===== config.mk =====
export PLATFORM = sky130hd
export DESIGN_NAME = arss_top
export DESIGN_NICKNAME = d
export VERILOG_FILES = /design/src/shared/arss_pkg.sv /design/src/hw/arss_sar.sv /design/src/hw/arss_top.sv
export SDC_FILE = /design/constraint.sdc
export NUM_CORES = 1
export LEC_CHECK = 0
export BUFFER_PORTS_ARGS = -buffer_cell sky130_fd_sc_hd__buf_2
export CORE_ASPECT_RATIO = 0.75
export CORE_MARGIN = 2
export CORE_UTILIZATION = 25
export DETAILED_ROUTE_END_ITERATION = 8
export SLEW_MARGIN = 20
export SYNTH_ARGS = -nofsm -noshare
export SYNTH_HDL_FRONTEND = slang
export SYNTH_HIERARCHICAL = 1
export SYNTH_SLANG_ARGS = --single-unit
export TNS_END_PERCENT = 10

===== constraint.sdc =====
create_clock -name ref_clk_in -period 5.2 [get_ports ref_clk_in]
set_input_delay 0.26 -clock ref_clk_in [delete_from_list [all_inputs] [get_ports ref_clk_in]]
set_output_delay 0.26 -clock ref_clk_in [all_outputs]
set_load 0.02 [all_outputs]

===== src/shared/arss_pkg.sv =====
// Purpose: Constants, register map and encodings of the converter sequencer.
// Assumes: APB with 32-bit data, byte addresses, one aligned word per register.
// Notes:   Shared by the sequencer top and its successive-approximation engine.
`default_nettype none
package arss_pkg;
   // Register byte offsets.
   localparam logic [7:0] ADDR_CTRL   = 8'h00;
   localparam logic [7:0] ADDR_START  = 8'h04;
   localparam logic [7:0] ADDR_STATUS = 8'h08;
   localparam logic [7:0] ADDR_MASK   = 8'h0c;
   // Result registers occupy 8'h20 to 8'h3c, one word per channel.
   localparam logic [2:0] RESULT_PAGE = 3'h1;
   // Control register field positions.
   localparam int unsigned CTRL_MODE_LSB = 0;
   localparam int unsigned CTRL_DIV_LSB  = 2;
   localparam int unsigned CTRL_CHAN_LSB = 4;
   localparam int unsigned CTRL_GRP_LSB  = 8;
   localparam int unsigned CTRL_RES_BIT  = 12;
   localparam int unsigned CTRL_SH_BIT   = 13;
   localparam int unsigned START_BIT     = 0;
   localparam int unsigned DONE_BIT      = 0;
   // Operating modes; the spare code behaves as repeat sweep 0.
   typedef enum logic [1:0] {
      MODE_REPEAT  = 2'h0,
      MODE_SINGLE  = 2'h1,
      MODE_RSWEEP0 = 2'h2,
      MODE_SPARE   = 2'h3
   } arss_mode_t;
   // Conversion clock divider codes; the two spare codes run undivided.
   localparam logic [1:0] DIV_BY4 = 2'h0;
   localparam logic [1:0] DIV_BY2 = 2'h1;
   // Reference clocks per converter source clock period, and tick limits.
   localparam int unsigned FAD_PRESCALE = 8;
   localparam logic [4:0] TICK_LIM_DIV4 = 5'(FAD_PRESCALE * 4 - 1);
   localparam logic [4:0] TICK_LIM_DIV2 = 5'(FAD_PRESCALE * 2 - 1);
   localparam logic [4:0] TICK_LIM_DIV1 = 5'(FAD_PRESCALE - 1);
   // Sampling length in conversion clock ticks, without and with hold.
   localparam logic [3:0] SAMPLE_TICKS_PLAIN = 4'h3;
   localparam logic [3:0] SAMPLE_TICKS_SH    = 4'h2;
   // Approximation register width, top bit and trial start code.
   localparam int unsigned SAR_W     = 10;
   localparam logic [3:0] SAR_TOP    = 4'h9;
   localparam logic [9:0] SAR_MIDPT  = 10'h200;
   localparam int unsigned N_CHAN    = 8;
   localparam logic [31:0] CTRL_RESET = 32'h0000_0000;
endpackage : arss_pkg
`default_nettype wire

===== src/hw/arss_sar.sv =====
// Purpose: Successive-approximation engine: sample, then resolve ten bits.
// Assumes: Comparator level is already synchronised; one tick per comparison.
// Notes:   Restarts by itself while enabled; dropping the enable aborts.
`timescale 1ns/1ps
`default_nettype none
module arss_sar (
   // Clock and reset.
   input  wire logic                       clk_in,
   input  wire logic                       rst_n_in,
   // Control from the sequencer.
   input  wire logic                       en_in,
   input  wire logic                       tick_in,
   input  wire logic                       hold_in,
   input  wire logic                       cmp_in,
   // Trial code, sampling phase and completion.
   output logic [arss_pkg::SAR_W-1:0]      code_out,
   output logic                            sample_out,
   output logic                            done_out
);
   typedef enum logic [2:0] {
      SAR_IDLE   = 3'b001,
      SAR_SAMPLE = 3'b010,
      SAR_BITS   = 3'b100
   } arss_sar_st_t;
   arss_sar_st_t               st, next_st;
   logic [3:0]                 cnt, next_cnt;
   logic [arss_pkg::SAR_W-1:0] next_code;
   logic                       next_sample, next_done;
   // Next state; a compare uses the code driven since the previous tick.
   always_comb begin
      next_st     = st;
      next_cnt    = cnt;
      next_code   = code_out;
      next_sample = sample_out;
      next_done   = 1'b0;
      case (st)
         SAR_IDLE: begin
            if (en_in) begin
               next_st     = SAR_SAMPLE;
               next_sample = 1'b1;
               next_code   = arss_pkg::SAR_MIDPT;
               next_cnt    = hold_in ? arss_pkg::SAMPLE_TICKS_SH
                                     : arss_pkg::SAMPLE_TICKS_PLAIN;
            end
         end
         SAR_SAMPLE: begin
            if (tick_in) begin
               if (cnt == 4'h1) begin
                  next_st     = SAR_BITS;
                  next_sample = 1'b0;
                  next_cnt    = arss_pkg::SAR_TOP;
               end else begin
                  next_cnt = cnt - 4'h1;
               end
            end
         end
         SAR_BITS: begin
            if (tick_in) begin
               next_code[cnt] = cmp_in;
               if (cnt == 4'h0) begin
                  next_st   = SAR_IDLE;
                  next_done = 1'b1;
               end else begin
                  next_code[cnt - 4'h1] = 1'b1;
                  next_cnt              = cnt - 4'h1;
               end
            end
         end
         default: begin
            next_st = SAR_IDLE;
         end
      endcase
      // Abort wins over the state, sample and done updates so a stop never leaves a stale pulse.
      if (!en_in) begin
         next_st     = SAR_IDLE;
         next_sample = 1'b0;
         next_done   = 1'b0;
      end
   end

   // Registers.
   always_ff @(posedge clk_in or negedge rst_n_in) begin
      if (!rst_n_in) begin
         st         <= SAR_IDLE;
         cnt        <= 4'h0;
         code_out   <= '0;
         sample_out <= 1'b0;
         done_out   <= 1'b0;
      end else begin
         st         <= next_st;
         cnt        <= next_cnt;
         code_out   <= next_code;
         sample_out <= next_sample;
         done_out   <= next_done;
      end
   end
endmodule : arss_sar
`default_nettype wire


===== src/hw/arss_top.sv =====
// Purpose: Conversion sequencer for repeat, single sweep and repeat sweep 0.
// Assumes: APB slave on the reference clock; comparator input is asynchronous.
// Notes:   Control fields should only change while the start flag is clear.
`timescale 1ns/1ps
`default_nettype none
// Function
// - In repeat mode a write of one to the start flag begins converting the selected channel.
// - In repeat mode each finished conversion lands in that channel's result and leaves the request bit alone.
// - Repeat mode restarts conversions on the same channel until software clears the start flag.
// - The conversion clock is the source clock divided by four, by two, or undivided.
// - Repeat mode converts exactly one of channels zero to seven, picked by the channel field.
// - Both sweep modes begin at channel zero and write its result to result zero.
// - The sweep group is channels zero to one, three, five or seven.
// - Single sweep converts each group channel in turn, storing each result as it finishes.
// - After the last channel of a single sweep the request bit sets, the start flag clears, and it halts.
// - Repeat sweep 0 loops over the group, storing every result, and never sets the request bit.
// - Repeat sweep 0 runs while the start flag is one and stops when software writes zero.
// - Each conversion resolves ten bits from bit nine down, one comparison per bit.
// - In eight-bit resolution the result is the upper eight bits of the approximation.
module arss_top (
   // Clock and reset.
   input  wire logic        ref_clk_in,
   input  wire logic        rst_n_in,
   // APB slave.
   input  wire logic        psel_in,
   input  wire logic        penable_in,
   input  wire logic        pwrite_in,
   input  wire logic [7:0]  paddr_in,
   input  wire logic [31:0] pwdata_in,
   output logic             pready_out,
   output logic [31:0]      prdata_out,
   output logic             pslverr_out,
   // Analog front end.
   input  wire logic        cmp_in,
   output logic [2:0]       chan_out,
   output logic [9:0]       dac_code_out,
   output logic             sample_out,
   // Interrupt.
   output logic             irq_out
);
   typedef enum logic [1:0] {
      SEQ_IDLE = 2'b01,
      SEQ_CONV = 2'b10
   } arss_seq_t;

   logic [1:0]           rst_pipe;
   logic                 rst_n;
   logic [2:0]           cmp_sync;
   logic                 cmp_level, next_cmp_level;
   logic [4:0]           tick_cnt, next_tick_cnt;
   logic                 tick, next_tick;
   arss_seq_t            seq, next_seq;
   arss_pkg::arss_mode_t mode, next_mode;
   logic [1:0]           div_sel, next_div_sel;
   logic [2:0]           chan_sel, next_chan_sel;
   logic [1:0]           grp_sel, next_grp_sel;
   logic                 res10, next_res10;
   logic                 sh_en, next_sh_en;
   logic                 start, next_start;
   logic                 done_st, next_done_st;
   logic                 done_mask, next_done_mask;
   logic [2:0]           next_chan;
   logic [9:0]           result [arss_pkg::N_CHAN];
   logic [9:0]           next_result [arss_pkg::N_CHAN];
   logic                 next_pready, next_pslverr, next_irq;
   logic [31:0]          next_prdata, rd_word;
   logic                 mapped, wr;
   logic                 conv_done;
   logic [9:0]           conv_code;

   // Reset release through two flops; assertion stays asynchronous.
   always_ff @(posedge ref_clk_in or negedge rst_n_in) begin
      if (!rst_n_in) begin
         rst_pipe <= 2'b00;
      end else begin
         rst_pipe <= {rst_pipe[0], 1'b1};
      end
   end
   assign rst_n = rst_pipe[1];

   // Comparator level counts only once the second and third stages agree.
   always_comb begin
      next_cmp_level = (cmp_sync[1] == cmp_sync[2]) ? cmp_sync[2] : cmp_level;
   end

   always_ff @(posedge ref_clk_in or negedge rst_n) begin
      if (!rst_n) begin
         cmp_sync  <= 3'b000;
         cmp_level <= 1'b0;
      end else begin
         cmp_sync  <= {cmp_sync[1:0], cmp_in};
         cmp_level <= next_cmp_level;
      end
   end

   // Conversion clock tick; even the fastest rate gives the comparator filter time.
   always_comb begin
      logic [4:0] lim;
      lim = arss_pkg::TICK_LIM_DIV1;
      if (div_sel == arss_pkg::DIV_BY4) begin
         lim = arss_pkg::TICK_LIM_DIV4;
      end else if (div_sel == arss_pkg::DIV_BY2) begin
         lim = arss_pkg::TICK_LIM_DIV2;
      end
      next_tick     = (tick_cnt >= lim);
      next_tick_cnt = next_tick ? 5'h00 : tick_cnt + 5'h01;
   end

   always_ff @(posedge ref_clk_in or negedge rst_n) begin
      if (!rst_n) begin
         tick_cnt <= 5'h00;
         tick     <= 1'b0;
      end else begin
         tick_cnt <= next_tick_cnt;
         tick     <= next_tick;
      end
   end

   // Approximation engine; it runs whenever the sequencer is converting.
   arss_sar u_sar (
      .clk_in     (ref_clk_in),
      .rst_n_in   (rst_n),
      .en_in      (seq == SEQ_CONV),
      .tick_in    (tick),
      .hold_in    (sh_en),
      .cmp_in     (cmp_level),
      .code_out   (conv_code),
      .sample_out (sample_out),
      .done_out   (conv_done)
   );
   assign dac_code_out = conv_code;

   // Address decode and read mux.
   always_comb begin
      mapped  = 1'b1;
      rd_word = 32'h0000_0000;
      if (paddr_in[1:0] != 2'h0) begin
         mapped = 1'b0;
      end else if (paddr_in[7:5] == arss_pkg::RESULT_PAGE) begin
         rd_word[9:0] = result[paddr_in[4:2]];
      end else begin
         case (paddr_in)
            arss_pkg::ADDR_CTRL: begin
               rd_word[arss_pkg::CTRL_MODE_LSB +: 2] = mode;
               rd_word[arss_pkg::CTRL_DIV_LSB +: 2]  = div_sel;
               rd_word[arss_pkg::CTRL_CHAN_LSB +: 3] = chan_sel;
               rd_word[arss_pkg::CTRL_GRP_LSB +: 2]  = grp_sel;
               rd_word[arss_pkg::CTRL_RES_BIT]       = res10;
               rd_word[arss_pkg::CTRL_SH_BIT]        = sh_en;
            end
            arss_pkg::ADDR_START:  rd_word[arss_pkg::START_BIT] = start;
            arss_pkg::ADDR_STATUS: rd_word[arss_pkg::DONE_BIT] = done_st;
            arss_pkg::ADDR_MASK:   rd_word[arss_pkg::DONE_BIT] = done_mask;
            default:               mapped = 1'b0;
         endcase
      end
      wr = psel_in & penable_in & pwrite_in & pready_out & mapped;
   end

   // APB answer is prepared in the setup cycle, so every access has no wait.
   always_comb begin
      next_pready  = psel_in & ~penable_in;
      next_prdata  = (psel_in & ~penable_in & ~pwrite_in) ? rd_word : prdata_out;
      next_pslverr = psel_in & ~penable_in & ~mapped;
      next_irq     = done_st & done_mask;
   end

   always_ff @(posedge ref_clk_in or negedge rst_n) begin
      if (!rst_n) begin
         pready_out  <= 1'b0;
         prdata_out  <= 32'h0000_0000;
         pslverr_out <= 1'b0;
         irq_out     <= 1'b0;
      end else begin
         pready_out  <= next_pready;
         prdata_out  <= next_prdata;
         pslverr_out <= next_pslverr;
         irq_out     <= next_irq;
      end
   end

   // Sequencer and software-visible control state.
   always_comb begin
      logic [9:0] fmt;
      logic       hw_stop, irq_set;
      fmt            = res10 ? conv_code : {2'b00, conv_code[9:2]};
      hw_stop        = 1'b0;
      irq_set        = 1'b0;
      next_seq       = seq;
      next_chan      = chan_out;
      next_result    = result;
      next_mode      = mode;
      next_div_sel   = div_sel;
      next_chan_sel  = chan_sel;
      next_grp_sel   = grp_sel;
      next_res10     = res10;
      next_sh_en     = sh_en;
      next_done_mask = done_mask;
      case (seq)
         SEQ_IDLE: begin
            if (start) begin
               next_seq  = SEQ_CONV;
               next_chan = (mode == arss_pkg::MODE_REPEAT) ? chan_sel : 3'h0;
            end
         end
         SEQ_CONV: begin
            if (!start) begin
               next_seq = SEQ_IDLE;
            end else if (conv_done) begin
               next_result[chan_out] = fmt;
               if (mode == arss_pkg::MODE_REPEAT) begin
                  next_chan = chan_out;
               end else if (chan_out == {grp_sel, 1'b1}) begin
                  next_chan = 3'h0;
                  if (mode == arss_pkg::MODE_SINGLE) begin
                     irq_set  = 1'b1;
                     hw_stop  = 1'b1;
                     next_seq = SEQ_IDLE;
                  end
               end else begin
                  next_chan = chan_out + 3'h1;
               end
            end
         end
         default: begin
            next_seq = SEQ_IDLE;
         end
      endcase
      // Start flag: hardware clear, then a software write in the same cycle wins.
      next_start = hw_stop ? 1'b0 : start;
      if (wr && paddr_in == arss_pkg::ADDR_START) begin
         next_start = pwdata_in[arss_pkg::START_BIT];
      end
      // Control writes are dropped while running so a sweep never changes shape.
      if (wr && paddr_in == arss_pkg::ADDR_CTRL && !start) begin
         next_mode     = arss_pkg::arss_mode_t'(pwdata_in[arss_pkg::CTRL_MODE_LSB +: 2]);
         next_div_sel  = pwdata_in[arss_pkg::CTRL_DIV_LSB +: 2];
         next_chan_sel = pwdata_in[arss_pkg::CTRL_CHAN_LSB +: 3];
         next_grp_sel  = pwdata_in[arss_pkg::CTRL_GRP_LSB +: 2];
         next_res10    = pwdata_in[arss_pkg::CTRL_RES_BIT];
         next_sh_en    = pwdata_in[arss_pkg::CTRL_SH_BIT];
      end
      if (wr && paddr_in == arss_pkg::ADDR_MASK) begin
         next_done_mask = pwdata_in[arss_pkg::DONE_BIT];
      end
      // Sticky request: a set in the clearing cycle is kept.
      next_done_st = done_st;
      if (wr && paddr_in == arss_pkg::ADDR_STATUS && pwdata_in[arss_pkg::DONE_BIT]) begin
         next_done_st = 1'b0;
      end
      if (irq_set) begin
         next_done_st = 1'b1;
      end
   end

   always_ff @(posedge ref_clk_in or negedge rst_n) begin
      if (!rst_n) begin
         seq       <= SEQ_IDLE;
         chan_out  <= 3'h0;
         mode      <= arss_pkg::arss_mode_t'(arss_pkg::CTRL_RESET[arss_pkg::CTRL_MODE_LSB +: 2]);
         div_sel   <= arss_pkg::CTRL_RESET[arss_pkg::CTRL_DIV_LSB +: 2];
         chan_sel  <= arss_pkg::CTRL_RESET[arss_pkg::CTRL_CHAN_LSB +: 3];
         grp_sel   <= arss_pkg::CTRL_RESET[arss_pkg::CTRL_GRP_LSB +: 2];
         res10     <= arss_pkg::CTRL_RESET[arss_pkg::CTRL_RES_BIT];
         sh_en     <= arss_pkg::CTRL_RESET[arss_pkg::CTRL_SH_BIT];
         start     <= 1'b0;
         done_st   <= 1'b0;
         done_mask <= 1'b0;
         for (int i = 0; i < arss_pkg::N_CHAN; i++) begin
            result[i] <= 10'h000;
         end
      end else begin
         seq       <= next_seq;
         chan_out  <= next_chan;
         mode      <= next_mode;
         div_sel   <= next_div_sel;
         chan_sel  <= next_chan_sel;
         grp_sel   <= next_grp_sel;
         res10     <= next_res10;
         sh_en     <= next_sh_en;
         start     <= next_start;
         done_st   <= next_done_st;
         done_mask <= next_done_mask;
         result    <= next_result;
      end
   end
endmodule : arss_top
`default_nettype wire


After elaboration in Yosys (flattened, before gate mapping)
Index checks and enable logic that the tools add are counted.
{"block": "totals", "ff_bits": 145, "in_bits": 46, "output_inout_bits": 49, "elab_cells": 194}
{"block": "op_classes", "n_addsub": 3, "n_lt_le_gt_ge": 8, "eq_ne": 31, "mux": 77, "bitwise_logic": 14, "reduce_logical": 28}
{"op": "bitwise mux 80 bit", "count": 1}
{"op": "2-to-1 mux 10 bit", "count": 8}
{"op": "2-to-1 mux 3 bit", "count": 11}
{"op": "binary-select mux 10 bit (select 3 bit)", "count": 1}
{"op": "demux 10 bit (select 3 bit)", "count": 1}
{"op": "inequality test 3 bit (second input constant)", "count": 9}
{"op": "2-to-1 mux 1 bit", "count": 24}
{"op": "2-to-1 mux 4 bit", "count": 6}
{"op": "2-to-1 mux 2 bit", "count": 11}
{"op": "case mux 10 bit (2 select lines)", "count": 1}
{"op": "equality test 8 x 4 -> 1 bit (second input constant)", "count": 2}
{"op": "AND reduction 5 bit", "count": 3}
{"op": "inequality test 2 bit (second input constant)", "count": 7}
{"op": "case mux 4 bit (3 select lines)", "count": 1}
{"op": "bitwise mux 10 bit", "count": 1}
{"op": "< comparator 4 x 5 -> 1 bit (second input constant)", "count": 2}
{"op": "2-to-1 mux 5 bit", "count": 2}
{"op": "bitwise OR 10 bit", "count": 1}
{"op": "nonzero test 2 bit", "count": 5}
{"op": "logical AND 1 bit", "count": 9}
{"op": "case mux 3 bit (3 select lines)", "count": 1}
{"op": "AND reduction 3 bit", "count": 3}
{"op": "bitwise AND 1 bit", "count": 8}
{"op": "demux 1 bit (select 4 bit)", "count": 2}
{"op": "other kinds (32)", "count": 41}

Logic depth before layout (Yosys ltp)
Gate-level depths: netlist of the first run.
{"block": "depth", "ltp_word": 10, "ltp_mapped": 8, "ltp_nobuf": 6}

Hierarchy
Netlist of the first run, hierarchy kept.
{"module": "arss_top", "n_inst": 1, "cells_per_inst": 526, "area_per_inst_um2": 5820.6}
{"module": "arss_sar", "n_inst": 1, "cells_per_inst": 161, "area_per_inst_um2": 1416.4}

Least setup slack after synthesis of the first run
Ideal clock, no wire load.
{"block": "synth_timing", "path_kind": "flip-flop to flip-flop", "from": "register seq[0]", "to": "register chan_out[0]", "setup_time_ns": 0.124, "arrival_time_ns": 1.632, "path_slack_ns": 3.444, "path_stages_with_launch": 7, "path_buffers": 1, "path_cell_list": "dfstp_2 > nand2b_1 > buf_2 > inv_1 > a32oi_1 > nor3_1 > a211o_1"}
{"block": "synth_between", "elab_chain_cells": 3}
{"element": "from (decl)", "line": "arss_top.sv:52", "source": "arss_seq_t seq, next_seq;"}
{"element": "from (signal assigned)", "line": "arss_top.sv:273", "source": "seq <= next_seq;"}
{"element": "equality test 2 bit or equality test 2 x 1 -> 1 bit (tied branches)", "line": "arss_top.sv:199", "source": "case (seq)"}
{"element": "inequality test 2 bit (no line) or nonzero test 2 bit (tied branches)"}
{"element": "AND reduction 5 bit (no line)"}
{"element": "to (signal assigned)", "line": "arss_top.sv:274", "source": "chan_out <= next_chan;"}
{"element": "to (decl)", "line": "arss_top.sv:35", "source": "output logic [2:0] chan_out,"}
Several ways; a longest one is shown, not always the timed one.
A chain may end at the register's enable or synchronous reset.

Worst setup path in the final report of the first run
{"block": "layout_timing", "from": "input paddr_in[2]", "to": "register prdata_out[2]"}
{"block": "layout_between", "elab_chain_cells": 6}
{"element": "from (decl)", "line": "arss_top.sv:28", "source": "input wire logic [7:0] paddr_in,"}
{"element": "inverter 3 -> 4 bit (implied by the code)", "line": "arss_top.sv:140", "source": "rd_word[9:0] = result[paddr_in[4:2]];"}
{"element": "binary-select mux 10 bit (select 3 bit)", "line": "arss_top.sv:140"}
{"element": "2-to-1 mux 10 bit (implied by the code) (2 in a row)", "line": "arss_top.sv:140"}
{"element": "2-to-1 mux 7 bit *", "line": "arss_top.sv:139", "source": "end else if (paddr_in[7:5] == arss_pkg::RESULT_PAGE) begin"}
{"element": "2-to-1 mux 10 bit *", "line": "arss_top.sv:137", "source": "if (paddr_in[1:0] != 2'h0) begin"}
{"element": "to (signal assigned)", "line": "arss_top.sv:176", "source": "prdata_out <= next_prdata;"}
{"element": "to (decl)", "line": "arss_top.sv:31", "source": "output logic [31:0] prdata_out,"}
Mark *: on every way between the ends. The rest lies on a longest branch, timed or not. The select of a mux whose other input is x is not followed.

==> results.txt, run 1 <==
- Max Root-Sink Buffers: 2
- Type of the setup path with the least slack: input pin to flip-flop
- Clock-pin slew of the registers on the worst-case setup and hold paths: ~60 ps
- Num CTS Buffers: 17
- Cell-internal power: between 1.5 and 2 mW
- Data arrives at the worst endpoint at between 2000 and 3000 ps.
* Kind of capture point of the worst setup path: flip-flop
* Worst flop-to-flop path endpoint: u_sar/cnt[1]
* Cell count after synthesis: 687
- The number of antenna violations at the first check in global routing came to 0.
- Cell area power density: about 300 nW/um^2
- Die area: ~30000 sq um
* Fill count: just under 3k
- Number of nets in the finished design: between 700 and 800
- Post-CTS timing repair inserted 0 buffers for setup.
- Flop pwr share: between 40% and 50%
* TritonRoute pass-1 iters: 5
* Antenna diodes: 0
- Remaining Overflow, GRT: 0
* Critical Path Start Type: input pin
- The path class of the tightest hold or removal check is input pin to flip-flop.
- For this configuration, the core starts out at a cell density of roughly 26%.
- Worst max-slew margin expressed relative to the limit: approximately two fifths
- Reported net switching power: 0.654 mW
- The worst hold path begins at penable_in.
- Worst reg-to-reg setup slack: approximately 3000 ps
- Setup repair after global routing left no endpoint under its margin.
- Of all nets on the critical path, the largest fanout is 26.
* Library cell occupying the most area in the post-synthesis netlist: sky130_fd_sc_hd__dfrtp_1
- The share of synthesized area in the top cell type comes to just under 50%.
- Static leakage power: about 3.8 nW
* Final Critical Period: 2270 ps
- Share of the clock period used by the worst path: 43.6%
- RePlAce Congestion: approximately 0.86
- Combinational logic burns between 5 and 6% of the power.
- DPL Wire Length: between 10000 and 15000 um
- Counting flops and latches in the post-synthesis netlist gives 145.
- Die boundary height: 151 um
- Routed wire length: 18100 um
* Global-route usage over all layers: around 12%
* Ys async rst share: 100%
- Wire length of the first global-routing pass: just under 30000 um
* Number of port buffers: 53
- Counting instances, the worst hold path has a depth of 2.
- Once layout is done, the placed cells without fillers occupy approximately 8300 sq um.
- Placed cell area: just under 8000 sq um
* Avg Inst Size Synth: 10.5 sq um
- The startpoint identified for the worst register-to-register timing path is u_sar/cnt[0].
- In this run, distinct cell masters in the synthesized netlist total 68.
- Entering global routing, the biggest net connects 57 pins.
- The area growth from synthesis to layout is 15.0%.
- For this design, the sink count on the clock tree is 145.
* Primary FF master, synth: sky130_fd_sc_hd__dfrtp_1
- The cell sitting at the root of the clock tree is a sky130_fd_sc_hd__clkbuf_16.
- VDD sags by at most approximately 210 uV.
* Share of the yosys chip area belonging to registers: 50.2%
* Final-layout setup total negative slack: 0 ps
* Iteration-0 DRC Markers: 466
* Number of maximum-capacitance violations: 0
- In this run the count of I/O pins placed on the die edge is 95.
- The total count of max-transition violations in the final report was 0.
- The run finished with clean final reports.
- Mean routed wirelength per cell: 16.2 um
- Maximum achievable frequency: 441 MHz
- In the routed design, unresolved DRC markers number 0.
- In this run switching power makes up 25.6% of total power.
* Post-synth design cell area: between 7000 and 8000 sq um
- Final number of hold-violating endpoints: 0
- Number of enable-type register cells in the synthesized netlist: 0
* Total via count in the routed design: about 5.2k
- Sorting the synthesized cells by area gives the leading types as sky130_fd_sc_hd__dfrtp_1 (49%), sky130_fd_sc_hd__mux4_1 (5.8%), sky130_fd_sc_hd__o21ai_0 (5.5%), sky130_fd_sc_hd__nand2_1 (4.3%), sky130_fd_sc_hd__a21oi_1 (2.8%).
* Antenna Violating Nets Remaining: 0
- Core Region: roughly 28000 sq um
- Measured along the x axis, the die boundary spans around 200 um.
- During synthesis, Yosys emitted a total of 6 warnings.
* Ratio of cells with drive above 1 in the final layout: 17.4%
- In the routed layout, each cell is associated on average with a via count of about 4.7.
- Final count of negative-setup-slack endpoints: 0
* Min-Delay Endpoint: pready_out
- Placement row count: 53
* Endpoint required time on the critical path: between 5000 and 6000 ps
- Number of cells traversed by the worst register-to-register path: 6
- Worst Tran Pin Value: between 800 and 900 ps
* Number of global-route vias before repair: between 4k and 5k
* Clock tree from TritonCTS: yes
- In the final layout, flip-flops and latches occupy around 3600 sq um.
- The share of total power dissipated in the clock network is 47.7%.
* Worst Skew: around 12 ps
* Area used by multi-input combinational logic: ~3200 sq um
- Worst-skew pair later-pin latency: 430 ps
- CTS built an H-tree with a depth of 4.
registers in the layout (all words and copies together) (netlist names), 2 cells and up:
signal and flops:
chan_out 3, chan_sel 3, cmp_sync 3, div_sel 2
grp_sel 2, mode 2, prdata_out 12, result 80
rst_pipe 2, seq 2, tick_cnt 5, u_sar/cnt 4
u_sar/code_out 10, u_sar/st 3
routing by layer:
layer	GRT usage, %	share of wire (%)
met1	18.9	53
met2	16.9	41
met3	3.10	4.8
met4	4.11	1.6
met5	0	0
per-stage QoR:
step	std cells	util, %	hold slack [ps]	setup WS, ps	power, mW
floorplan	706	-	-35.6	864	1.32
global route	1115	29.4	54.4	2700	2.66
CTS	1115	29.4	44.5	2930	2.58
global placement	1081	27.3	46.0	2610	1.35
detailed placement	1081	27.3	48.1	2570	1.36
finish	1115	29.4	42.8	2930	2.55
layout by cell type, fill, tap and decap left out, types with 7 or more instances in the layout:
cell type,instances
sky130_fd_sc_hd__a31oi_1,8
sky130_fd_sc_hd__o21ai_1,15
sky130_fd_sc_hd__nand2b_1,7
sky130_fd_sc_hd__a21oi_1,41
sky130_fd_sc_hd__dfrtp_1,142
sky130_fd_sc_hd__clkbuf_16,17
sky130_fd_sc_hd__ha_1,9
sky130_fd_sc_hd__nand2_1,82
sky130_fd_sc_hd__a211oi_1,9
sky130_fd_sc_hd__nand3_1,11
sky130_fd_sc_hd__mux2_2,15
sky130_fd_sc_hd__buf_2,53
sky130_fd_sc_hd__inv_1,12
sky130_fd_sc_hd__mux2i_1,10
sky130_fd_sc_hd__nor2b_1,16
sky130_fd_sc_hd__nor2_1,36
sky130_fd_sc_hd__mux4_1,16
sky130_fd_sc_hd__o21ai_0,79
sky130_fd_sc_hd__nand3b_1,9
sky130_fd_sc_hd__conb_1,21
cell families after synthesis:
logic type      Yosys count  share of synthesized area, %
fa+ha+maj                10                          1.69
mux                      47                          11.2
simple gates            203                          14.3
flops                   145                          50.2
buf+inv                  81                          6.00
xor+xnor                  6                         0.726
compound gates          193                          15.8
other cells               2                         0.104
worst max-delay path by stage:
| stage | start | to |
|---|---|---|
| after floorplan | rst_pipe[1] | chan_out[0] |
| after global placement | paddr_in[2] | prdata_out[2] |
| after detailed placement | paddr_in[2] | prdata_out[2] |
| after CTS | u_sar/cnt[0] | u_sar/cnt[3] |
| after global routing | u_sar/cnt[0] | u_sar/cnt[3] |
| final | paddr_in[2] | prdata_out[2] |
critical path, stage by stage:
cell	delay (ps)
sky130_fd_sc_hd__buf_2	610
sky130_fd_sc_hd__mux4_1	680
sky130_fd_sc_hd__nor2b_1	160
sky130_fd_sc_hd__a211oi_1	630
sky130_fd_sc_hd__o21ai_0	190
cell usage after synthesis, types with 4 or more instances:
cell type,number
sky130_fd_sc_hd__mux4_2,5
sky130_fd_sc_hd__mux4_1,16
sky130_fd_sc_hd__clkbuf_1,27
sky130_fd_sc_hd__a31oi_1,8
sky130_fd_sc_hd__o2bb2ai_1,4
sky130_fd_sc_hd__o21ai_0,79
sky130_fd_sc_hd__nor2_1,36
sky130_fd_sc_hd__nor3_1,4
sky130_fd_sc_hd__nor2b_1,16
sky130_fd_sc_hd__xnor2_1,4
sky130_fd_sc_hd__or2_2,4
sky130_fd_sc_hd__buf_4,23
sky130_fd_sc_hd__nand2_1,82
sky130_fd_sc_hd__nand3_1,11
sky130_fd_sc_hd__mux2_2,15
sky130_fd_sc_hd__mux2i_1,10
sky130_fd_sc_hd__inv_1,12
sky130_fd_sc_hd__and3_1,4
sky130_fd_sc_hd__buf_2,14
sky130_fd_sc_hd__a211oi_1,9
sky130_fd_sc_hd__ha_1,9
sky130_fd_sc_hd__o21a_1,4
sky130_fd_sc_hd__dfrtp_1,143
sky130_fd_sc_hd__nand3b_1,9
sky130_fd_sc_hd__nor3b_1,4
sky130_fd_sc_hd__o21ai_1,15
sky130_fd_sc_hd__a32oi_1,6
sky130_fd_sc_hd__nand2b_1,7
sky130_fd_sc_hd__and2_1,6
sky130_fd_sc_hd__a21oi_1,41
power groups by stage:
stage	Combinational [mW]	Clock, mW	Sequential [mW]
after floorplan	0.112	0	1.21
after global placement	0.143	0	1.21
after detailed placement	0.147	0	1.21
after CTS	0.149	1.24	1.19
after global routing	0.167	1.30	1.19
final	0.147	1.22	1.19
what timing repair did:
| action | CTS | global route |
|---|---|---|
| endpoints found under the setup margin | 0 | 0 |
| resized for setup | 0 | 0 |
| hold buffers | 2 | 0 |
| hold endpoints to repair | 3 | 0 |
area by class of cell:
| cell class | count | area share, % |
|---|---|---|
| Sequential cell | 145 | 43.7 |
| Multi-Input combinational cell | 480 | 39.1 |
| Tap cell | 385 | 5.79 |
| Clock buffer | 18 | 5.28 |
| Timing Repair Buffer | 59 | 3.79 |
| Clock inverter | 14 | 1.76 |
| Inverter | 14 | 0.632 |
(Power assumes the default switching activity.)
==> inputs of run 2 (changes only) <==
Settings changed: ABC_AREA set to 1.
Clock period 5.2 ns to 1.99 ns, I/O delays scaled along.
==> results.txt, run 2 <==
- Yosys instantiated no cell more often than sky130_fd_sc_hd__nand2_1.
- Placed cell area: roughly 8000 sq um
- Final number of hold-violating endpoints: 0
- Total placed cells including tap cells: 1356
- The total count of max-transition violations in the final report is 0.
- Mean routed wirelength per cell: around 14 um
* Final worst setup slack: ~370 ps
- Derived from the worst setup path, the maximum achievable clock frequency is approximately 620 MHz.
* Top cells by instance count after synthesis: sky130_fd_sc_hd__nand2_1 (271), sky130_fd_sc_hd__dfrtp_1 (143), sky130_fd_sc_hd__nor2_1 (114)
- Class of the tightest hold or removal check: input pin to flip-flop
* Avg Inst Size Synth: between 7 and 8 sq um
* Register containing the most flip-flops in the final layout: result
* Area used by multi-input combinational logic: a little over 3000 sq um
- The first global-routing pass estimated ~32000 um of wire.
- Primary FF master, synth: sky130_fd_sc_hd__dfrtp_1
- Iteration-0 DRC Markers: 596
- Worst flop-to-flop path endpoint: u_sar/code_out[4]
* Max IR drop VDD: 652 uV
- Summed over all nets, the half-perimeter wirelength after detailed placement is about 13000 um.
- For this design the static power due to leakage is ~4.3 nW.
* Final Critical Period: ~1600 ps
* Share of the clock period used by the worst path: 81.2%
* Finished Layout Cells: between 1k and 1.5k
- Area growth syn-to-layout: 19.7%
- Setup repair after global routing missed its margin: no
- The floorplan has between 50 and 60 rows.
* Critical Path Start Type: flip-flop
- Flop pwr share: between 40% and 50%
- Summing the areas of all fa, ha and maj instances in the mapped netlist gives roughly 1.7% of the synthesized area.
- Cells taking the most area after synthesis: sky130_fd_sc_hd__dfrtp_1 (49%), sky130_fd_sc_hd__nand2_1 (14%), sky130_fd_sc_hd__o21ai_0 (7.3%), sky130_fd_sc_hd__nor2_1 (5.9%), sky130_fd_sc_hd__inv_1 (3.6%)
- Cell-internal power: around 5.1 mW
- Clock-pin slew was measured on the worst setup and hold paths at ~60 ps.
* Part of the total power dissipated in the clock network: about half
* RePlAce Congestion: around 0.86
- Number of synthesized register bits: between 100 and 150
* Clock tree from TritonCTS: yes
* # clock sinks: approximately 150
- Max Root-Sink Buffers: 2
- The startpoint identified for the worst register-to-register timing path is u_sar/cnt[1].
- Antenna diodes: 0
* Maximum number of pins on one net before global-route repair: 39
* Number of global-route vias before repair: 5740
- Yosys synthesis warning count: 6
- Starting density of the core: about a quarter
- The detailed router placed ~6.1k vias in this run.
* Die boundary height: around 150 um
- Outcome: complete, no violations
- Min-Delay Startpoint: paddr_in[0]
- Reg area: 3630 sq um
- The worst hold path was traced through 4 stages.
* Post-route cell area: approximately 8700 sq um
* Worst-skew pair later-pin latency: ~430 ps
* Kind of capture point of the worst setup path: flip-flop
- Of the post-synthesis cell area, the part taken by muxes is 0%.
- Fill count: approximately 3.1k
- The biggest area contributor in the post-synthesis netlist is sky130_fd_sc_hd__dfrtp_1.
- Worst slack on hold paths: around 45 ps
- Number of maximum-capacitance violations: 0
* Cell count after synthesis: approximately 900
- Share of the yosys chip area belonging to registers: around half
* Combinational group share of total power: around 6.7%
- Dividing total power by cell area gives a power density of between 700 and 800 nW/um^2.
* TritonRoute pass-1 iters: 5
- The netlist uses 43 different library cells.
- Adding up every negative setup slack in the final design gives 0 ps.
- Measured against its own limit, the worst slew margin works out to between 60% and 70%.
* Ratio of cells with drive above 1 in the final layout: between 10% and 20%
* Post-place setup slack: 371 ps
- DRC violation count after routing: 0
- The routed design has a little under 20000 um of wire.
- Detailed-route vias per instance: ~4.4
- Top-area cell type share of the netlist area: 49.0%
- The path with the worst hold slack has its endpoint at done_mask.
- Die X-Extent: slightly above 200 um
- Summing the areas of all compound-gate instances in the mapped netlist gives between 10% and 20% of the synthesized area.
- Post-layout utilization of the core: between 30% and 40%
- Post-synth design cell area: 7300 sq um
- Dominant combinational cell family by area after synthesis: simple AND/OR/NAND/NOR gates
* Worst reg-to-reg setup slack: between 300 and 400 ps
* Number of nets in the finished design: 1054
- Setup violations remaining at the end of the flow were counted as 0.
- After Yosys synthesis, and, or, nand and nor cells account for approximately 29% of the synthesized area.
- The detail route stage leaves a number of antenna-violating nets equal to 0.
- The H-tree was split into 4 levels.
* Number of cells traversed by the worst register-to-register path: 10
- Total I/O pin count: 95
* Number of flip-flops in the largest register: 80
* Endpoint required time on the critical path: approximately 2300 ps
- Die area: 30600 sq um
- Ys async rst share: between 90% and 100%
* Num CTS Buffers: 17
- Type of the setup path with the least slack: flip-flop to flip-flop
- Reported net switching power: 1.68 mW
- Switching portion of total power: around 25%
- Data on the critical path arrives at its endpoint at 1930 ps.
- Across the routed clock network, the largest skew measured is a little under 9 ps.
- Core Region: roughly 29000 sq um
- Buffer type at the clock tree root: sky130_fd_sc_hd__clkbuf_16
- The number of antenna violations at the first check in global routing is 0.
- Global routing consumed, over all layers together, 13.0% of the routing resources.
- The library cells used most frequently in the layout, excluding fill and tap cells, are sky130_fd_sc_hd__nand2_1 (271), sky130_fd_sc_hd__dfrtp_1 (142), sky130_fd_sc_hd__nor2_1 (114).
- Overall power consumption: 6.76 mW
* Number of enable-type register cells in the synthesized netlist: 0
- Summing the areas of all xor and xnor instances in the mapped netlist gives less than 1% of the synthesized area.
- Leaving out fill and tap cells, the most frequent cell in the layout is sky130_fd_sc_hd__nand2_1.
- In this run the worst path has a maximum fanout of 6.
- In the final layout, the registers with the most flip-flops are result (80), prdata_out (12), u_sar/code_out (10).
- Worst Tran Pin Value: roughly 520 ps
- The total overflow left after global routing is 0.
* Number of port buffers: 53
==> run 2: cell count changes in the layout (fill, tap and decap cells not counted), moves of 28 or more <==
cell and delta:
sky130_fd_sc_hd__o21ai_0 +28, sky130_fd_sc_hd__nand3_1 +41, sky130_fd_sc_hd__a21oi_1 -32, sky130_fd_sc_hd__inv_1 +58, sky130_fd_sc_hd__nand2_1 +189, sky130_fd_sc_hd__nor2_1 +78
==> run 2: timing repair <==
action,4_1_cts,5_1_grt
endpoints found under the hold margin,19,0
hold buffers,16,0
buffers inserted,0,0
resized for setup,0,0
==> run 2: worst max path at each step <==
stage | startpoint | to | slack, ps | cells after the start
after floorplan | rst_pipe[1] | chan_out[0] | 470 | 0
after global placement | paddr_in[1] | chan_sel[1] | 410 | 7
after detailed placement | paddr_in[1] | chan_sel[1] | 370 | 7
after CTS | u_sar/cnt[1] | u_sar/code_out[4] | 390 | 10
after global routing | u_sar/cnt[1] | u_sar/code_out[6] | 260 | 10
final | u_sar/cnt[1] | u_sar/code_out[4] | 370 | 10
==> run 2: cell families after synthesis <==
kind of cell,after synthesis
and+or+nand+nor,485
DFF,145
AOI/OAI and AO/OA,143
buffers and inverters,137
adders and majority gates,10
xor gates and xnor gates,3
other,2
==> run 2: final cells by class <==
class / count / area share [%]
tap: 392 / 5.61
clock buffer: 19 / 5.18
clock inverter: 13 / 1.75
sequential: 145 / 41.6
multi-input combinational: 662 / 35.2
timing repair buffer: 88 / 6.93
inverter: 85 / 3.71
==> run 2: power by group through the flow <==
stage / clock [mW] / sequential [mW] / combinational (mW)
after floorplan: 0 / 3.12 / 0.296
after global placement: 0 / 3.08 / 0.429
after detailed placement: 0 / 3.08 / 0.433
after CTS: 3.36 / 3.03 / 0.459
after global routing: 3.49 / 3.03 / 0.519
final: 3.28 / 3.03 / 0.455
==> run 2: worst max-delay path: stages, from the launching register on <==
cell and delay, ps:
sky130_fd_sc_hd__dfrtp_1 520, sky130_fd_sc_hd__inv_1 110, sky130_fd_sc_hd__ha_1 280, sky130_fd_sc_hd__inv_1 90, sky130_fd_sc_hd__nand2_1 60, sky130_fd_sc_hd__nand2_2 120
sky130_fd_sc_hd__inv_2 70, sky130_fd_sc_hd__nand3_1 90, sky130_fd_sc_hd__nand2_1 50, sky130_fd_sc_hd__nand2_1 60, sky130_fd_sc_hd__nand2_1 40
==> run 2: layer usage <==
layer  share of wire, %  up-vias  wire [um]  global-route usage, %
li1                   -     3041          -                      -
met1                 52     2911      10100                   20.2
met2                 42      173       8180                   18.5
met3                5.9       14       1160                   2.53
met4               0.63        0        123                   2.63
met5                  0        -          0                      0
==> inputs of run 3 (changes only) <==
Clock period 1.99 ns to 1.6 ns, I/O delays scaled along.
==> results.txt, run 3 (same netlist as run 2, synthesis figures left out) <==
- Broken down by cell family, the worst path's largest delay share belongs to simple AND/OR/NAND/NOR gates.
- The library cell used most frequently in the layout, excluding fill and tap cells, is sky130_fd_sc_hd__nand2_1.
- Most frequent cell on the critical path: sky130_fd_sc_hd__nand2_1
* Maximum fanout along the worst path: 6
- Derived from the worst setup path, the maximum achievable clock frequency is between 600 and 700 MHz.
* Mean routed wirelength per cell: 13.6 um
- result holds more flip-flops than any other register.
- DPL Wire Length: 13200 um
* Iteration-0 DRC Markers: between 500 and 600
* RePlAce Congestion: between 0.8 and 0.9
- For the pin with the worst max-slew slack, the measured transition is approximately 510 ps.
- Die boundary height: around 150 um
- Antenna Violating Nets Remaining: 0
- For the worst setup path, the data required time is approximately 2000 ps.
- Reported net switching power: 2.11 mW
* Final-layout setup total negative slack: 0 ps
- Clock-pin slew of the registers on the worst-case setup and hold paths: about 60 ps
* # clock sinks: about 150
* Sequence of cells on the critical path: dlygate4sd3_1 > buf_2 > nor2_2 > nand2_1 > nor2_4 > nand2_1 > o21ai_0 > nand2_1 > nand2_1
- Maximum number of pins on one net before global-route repair: 64
- Wire length of the first global-routing pass: around 32000 um
- The flow ran to the end, and the final reports show no timing, DRC or antenna violations.
- Die X-Extent: about 200 um
- The number of antenna violations at the first check in global routing came to 0.
* Area growth syn-to-layout: 21.6%
- Critical Path Start Type: input pin
- Num CTS Buffers: 17
- Final slew viol count: 0
* Switching portion of total power: between 20% and 30%
- Share of the clock period used by the worst path: 93.6%
- Hold is met by ~21 ps.
- The worst setup path is captured at a flip-flop.
- Clock skew on the completed layout was measured at 13.1 ps.
- Total via count in the routed design: 6213
- Core Region: ~29000 sq um
* Die area: slightly above 30000 sq um
* Number of flip-flops in the largest register: 80
- Max IR drop VDD: a little under 800 uV
- Number of port buffers: 53
- H-tree depth reported by CTS: 4
- Buffer type at the clock tree root: sky130_fd_sc_hd__clkbuf_16
* Number of nets in the finished design: 1060
- Summed over all cells, the static leakage comes to ~4.4 nW.
- The clock passes through at most 2 buffers.
* Worst max-slew margin expressed relative to the limit: 66.0%
- Number of maximum-capacitance violations: 0
- Once the floorplan was initialized, standard cells occupied 25.2% of the core.
- Combinational group share of total power: under 10%
* Detailed-route vias per instance: ~4.4
- Class of the tightest hold or removal check: input pin to flip-flop
- Row generation in the floorplan step produced 54 rows.
* Arrival time reported for the critical path endpoint: around 1900 ps
- The post-route netlist has 15.8% of its cells at a drive strength greater than 1.
- Number of buffers inserted to repair setup after CTS: 0
* Largest registers ranked by flip-flop count: result (80), prdata_out (12), u_sar/code_out (10)
- Flop pwr share: 43.9%
- Type of the setup path with the least slack: input pin to flip-flop
* Routed wire length: a little under 20000 um
- Setup repair after global routing left no endpoint under its margin.
- Top library cells by usage in the layout, fill and taps aside: sky130_fd_sc_hd__nand2_1 (271), sky130_fd_sc_hd__dfrtp_1 (141), sky130_fd_sc_hd__nor2_1 (114)
- Total I/O pin count: 95
- The number of global-route vias before repair came to about 5.8k.
- The number of antenna diodes in the final layout is 0.
- Worst-skew pair later-pin latency: 430 ps
- Summed over all layers, the global routing overflow is 0.
- On the worst path, the slowest cell contributes a delay of about 530 ps.
- TritonRoute pass-1 iters: 7
- The smallest clock period supported by the final layout is computed as between 1000 and 1500 ps.
- Combined buffer and inverter count along the critical path: 2
- Power spread over the standard cell area amounts to ~960 nW/um^2.
* Overall power consumption: roughly 8.6 mW
- TritonCTS built the clock tree.
* DRC violation count after routing: 0
* Slowest cell on the critical path: sky130_fd_sc_hd__dlygate4sd3_1
- Global-route usage over all layers: 13.0%
* Final count of negative-setup-slack endpoints: 0
- The internal power of the cells totals roughly 6.4 mW.
* Final number of hold-violating endpoints: 0
- The clock network is responsible for roughly half of the overall power.
## run 3: routing by layer
metal / GRT usage [%] / share of wire (%)
met5: 0 / 0
met3: 2.08 / 4.8
met1: 20.5 / 53
met2: 18.3 / 42
met4: 2.84 / 0.56
## run 3: per-stage QoR
stage / area, sq um / worst slack, ps / util, % / std cells
2_1_floorplan: 7380 / 79.5 / - / 944
3_3_place_gp: 8090 / 165 / 28.0 / 1362
3_5_place_dp: 8090 / 151 / 28.0 / 1362
4_1_cts: 8870 / 128 / 30.7 / 1410
5_1_grt: 8880 / 6.33 / 30.7 / 1410
6_report: 8880 / 102 / 30.7 / 1410
## run 3: worst paths after layout
kind / slack, ps / start / endpoint / cells after the start
setup / recovery: 100 / penable_in / prdata_out[3] / 9
min in group asynchronous: 330 / rst_pipe[1] / result[78] / 1
hold / removal: 20 / paddr_in[0] / done_mask / 4
max in group asynchronous: 890 / rst_pipe[1] / seq[0] / 1
setup reg to reg: 140 / seq[1] / u_sar/cnt[1] / 9
hold reg to reg: 330 / rst_pipe[1] / result[78] / 1
## run 3: worst reg2reg max path: stages, from the launching register on
cell,delay (ps)
sky130_fd_sc_hd__dfrtp_1,340
sky130_fd_sc_hd__inv_1,50
sky130_fd_sc_hd__nor2_1,250
sky130_fd_sc_hd__buf_4,200
sky130_fd_sc_hd__nand2_1,120
sky130_fd_sc_hd__nand2_2,120
sky130_fd_sc_hd__nand3_4,100
sky130_fd_sc_hd__inv_2,80
sky130_fd_sc_hd__nand2_1,60
sky130_fd_sc_hd__nand2_1,60
## run 3: layout make-up
cell class | instances | area, sq um
Clock inverter | 13 | 175
Fill cell | 3168 | 20000
Sequential cell | 145 | 3640
Timing Repair Buffer | 94 | 726
Tap cell | 392 | 490
Inverter | 85 | 324
Clock buffer | 19 | 443
Multi-Input combinational cell | 662 | 3080
## run 3: power groups by stage
stage	registers [mW]	clock network (mW)	logic, mW
5_1_grt	3.76	4.46	0.676
2_1_floorplan	3.88	0	0.368
4_1_cts	3.75	4.29	0.588
6_report	3.75	4.22	0.587
3_3_place_gp	3.82	0	0.548
3_5_place_dp	3.82	0	0.557
## run 3: what timing repair did
| action | in CTS | in global routing |
|---|---|---|
| hold endpoints to repair | 17 | 0 |
| endpoints found under the setup margin | 0 | 11 |
| resized for setup | 0 | 3 |
| hold buffers | 16 | 0 |
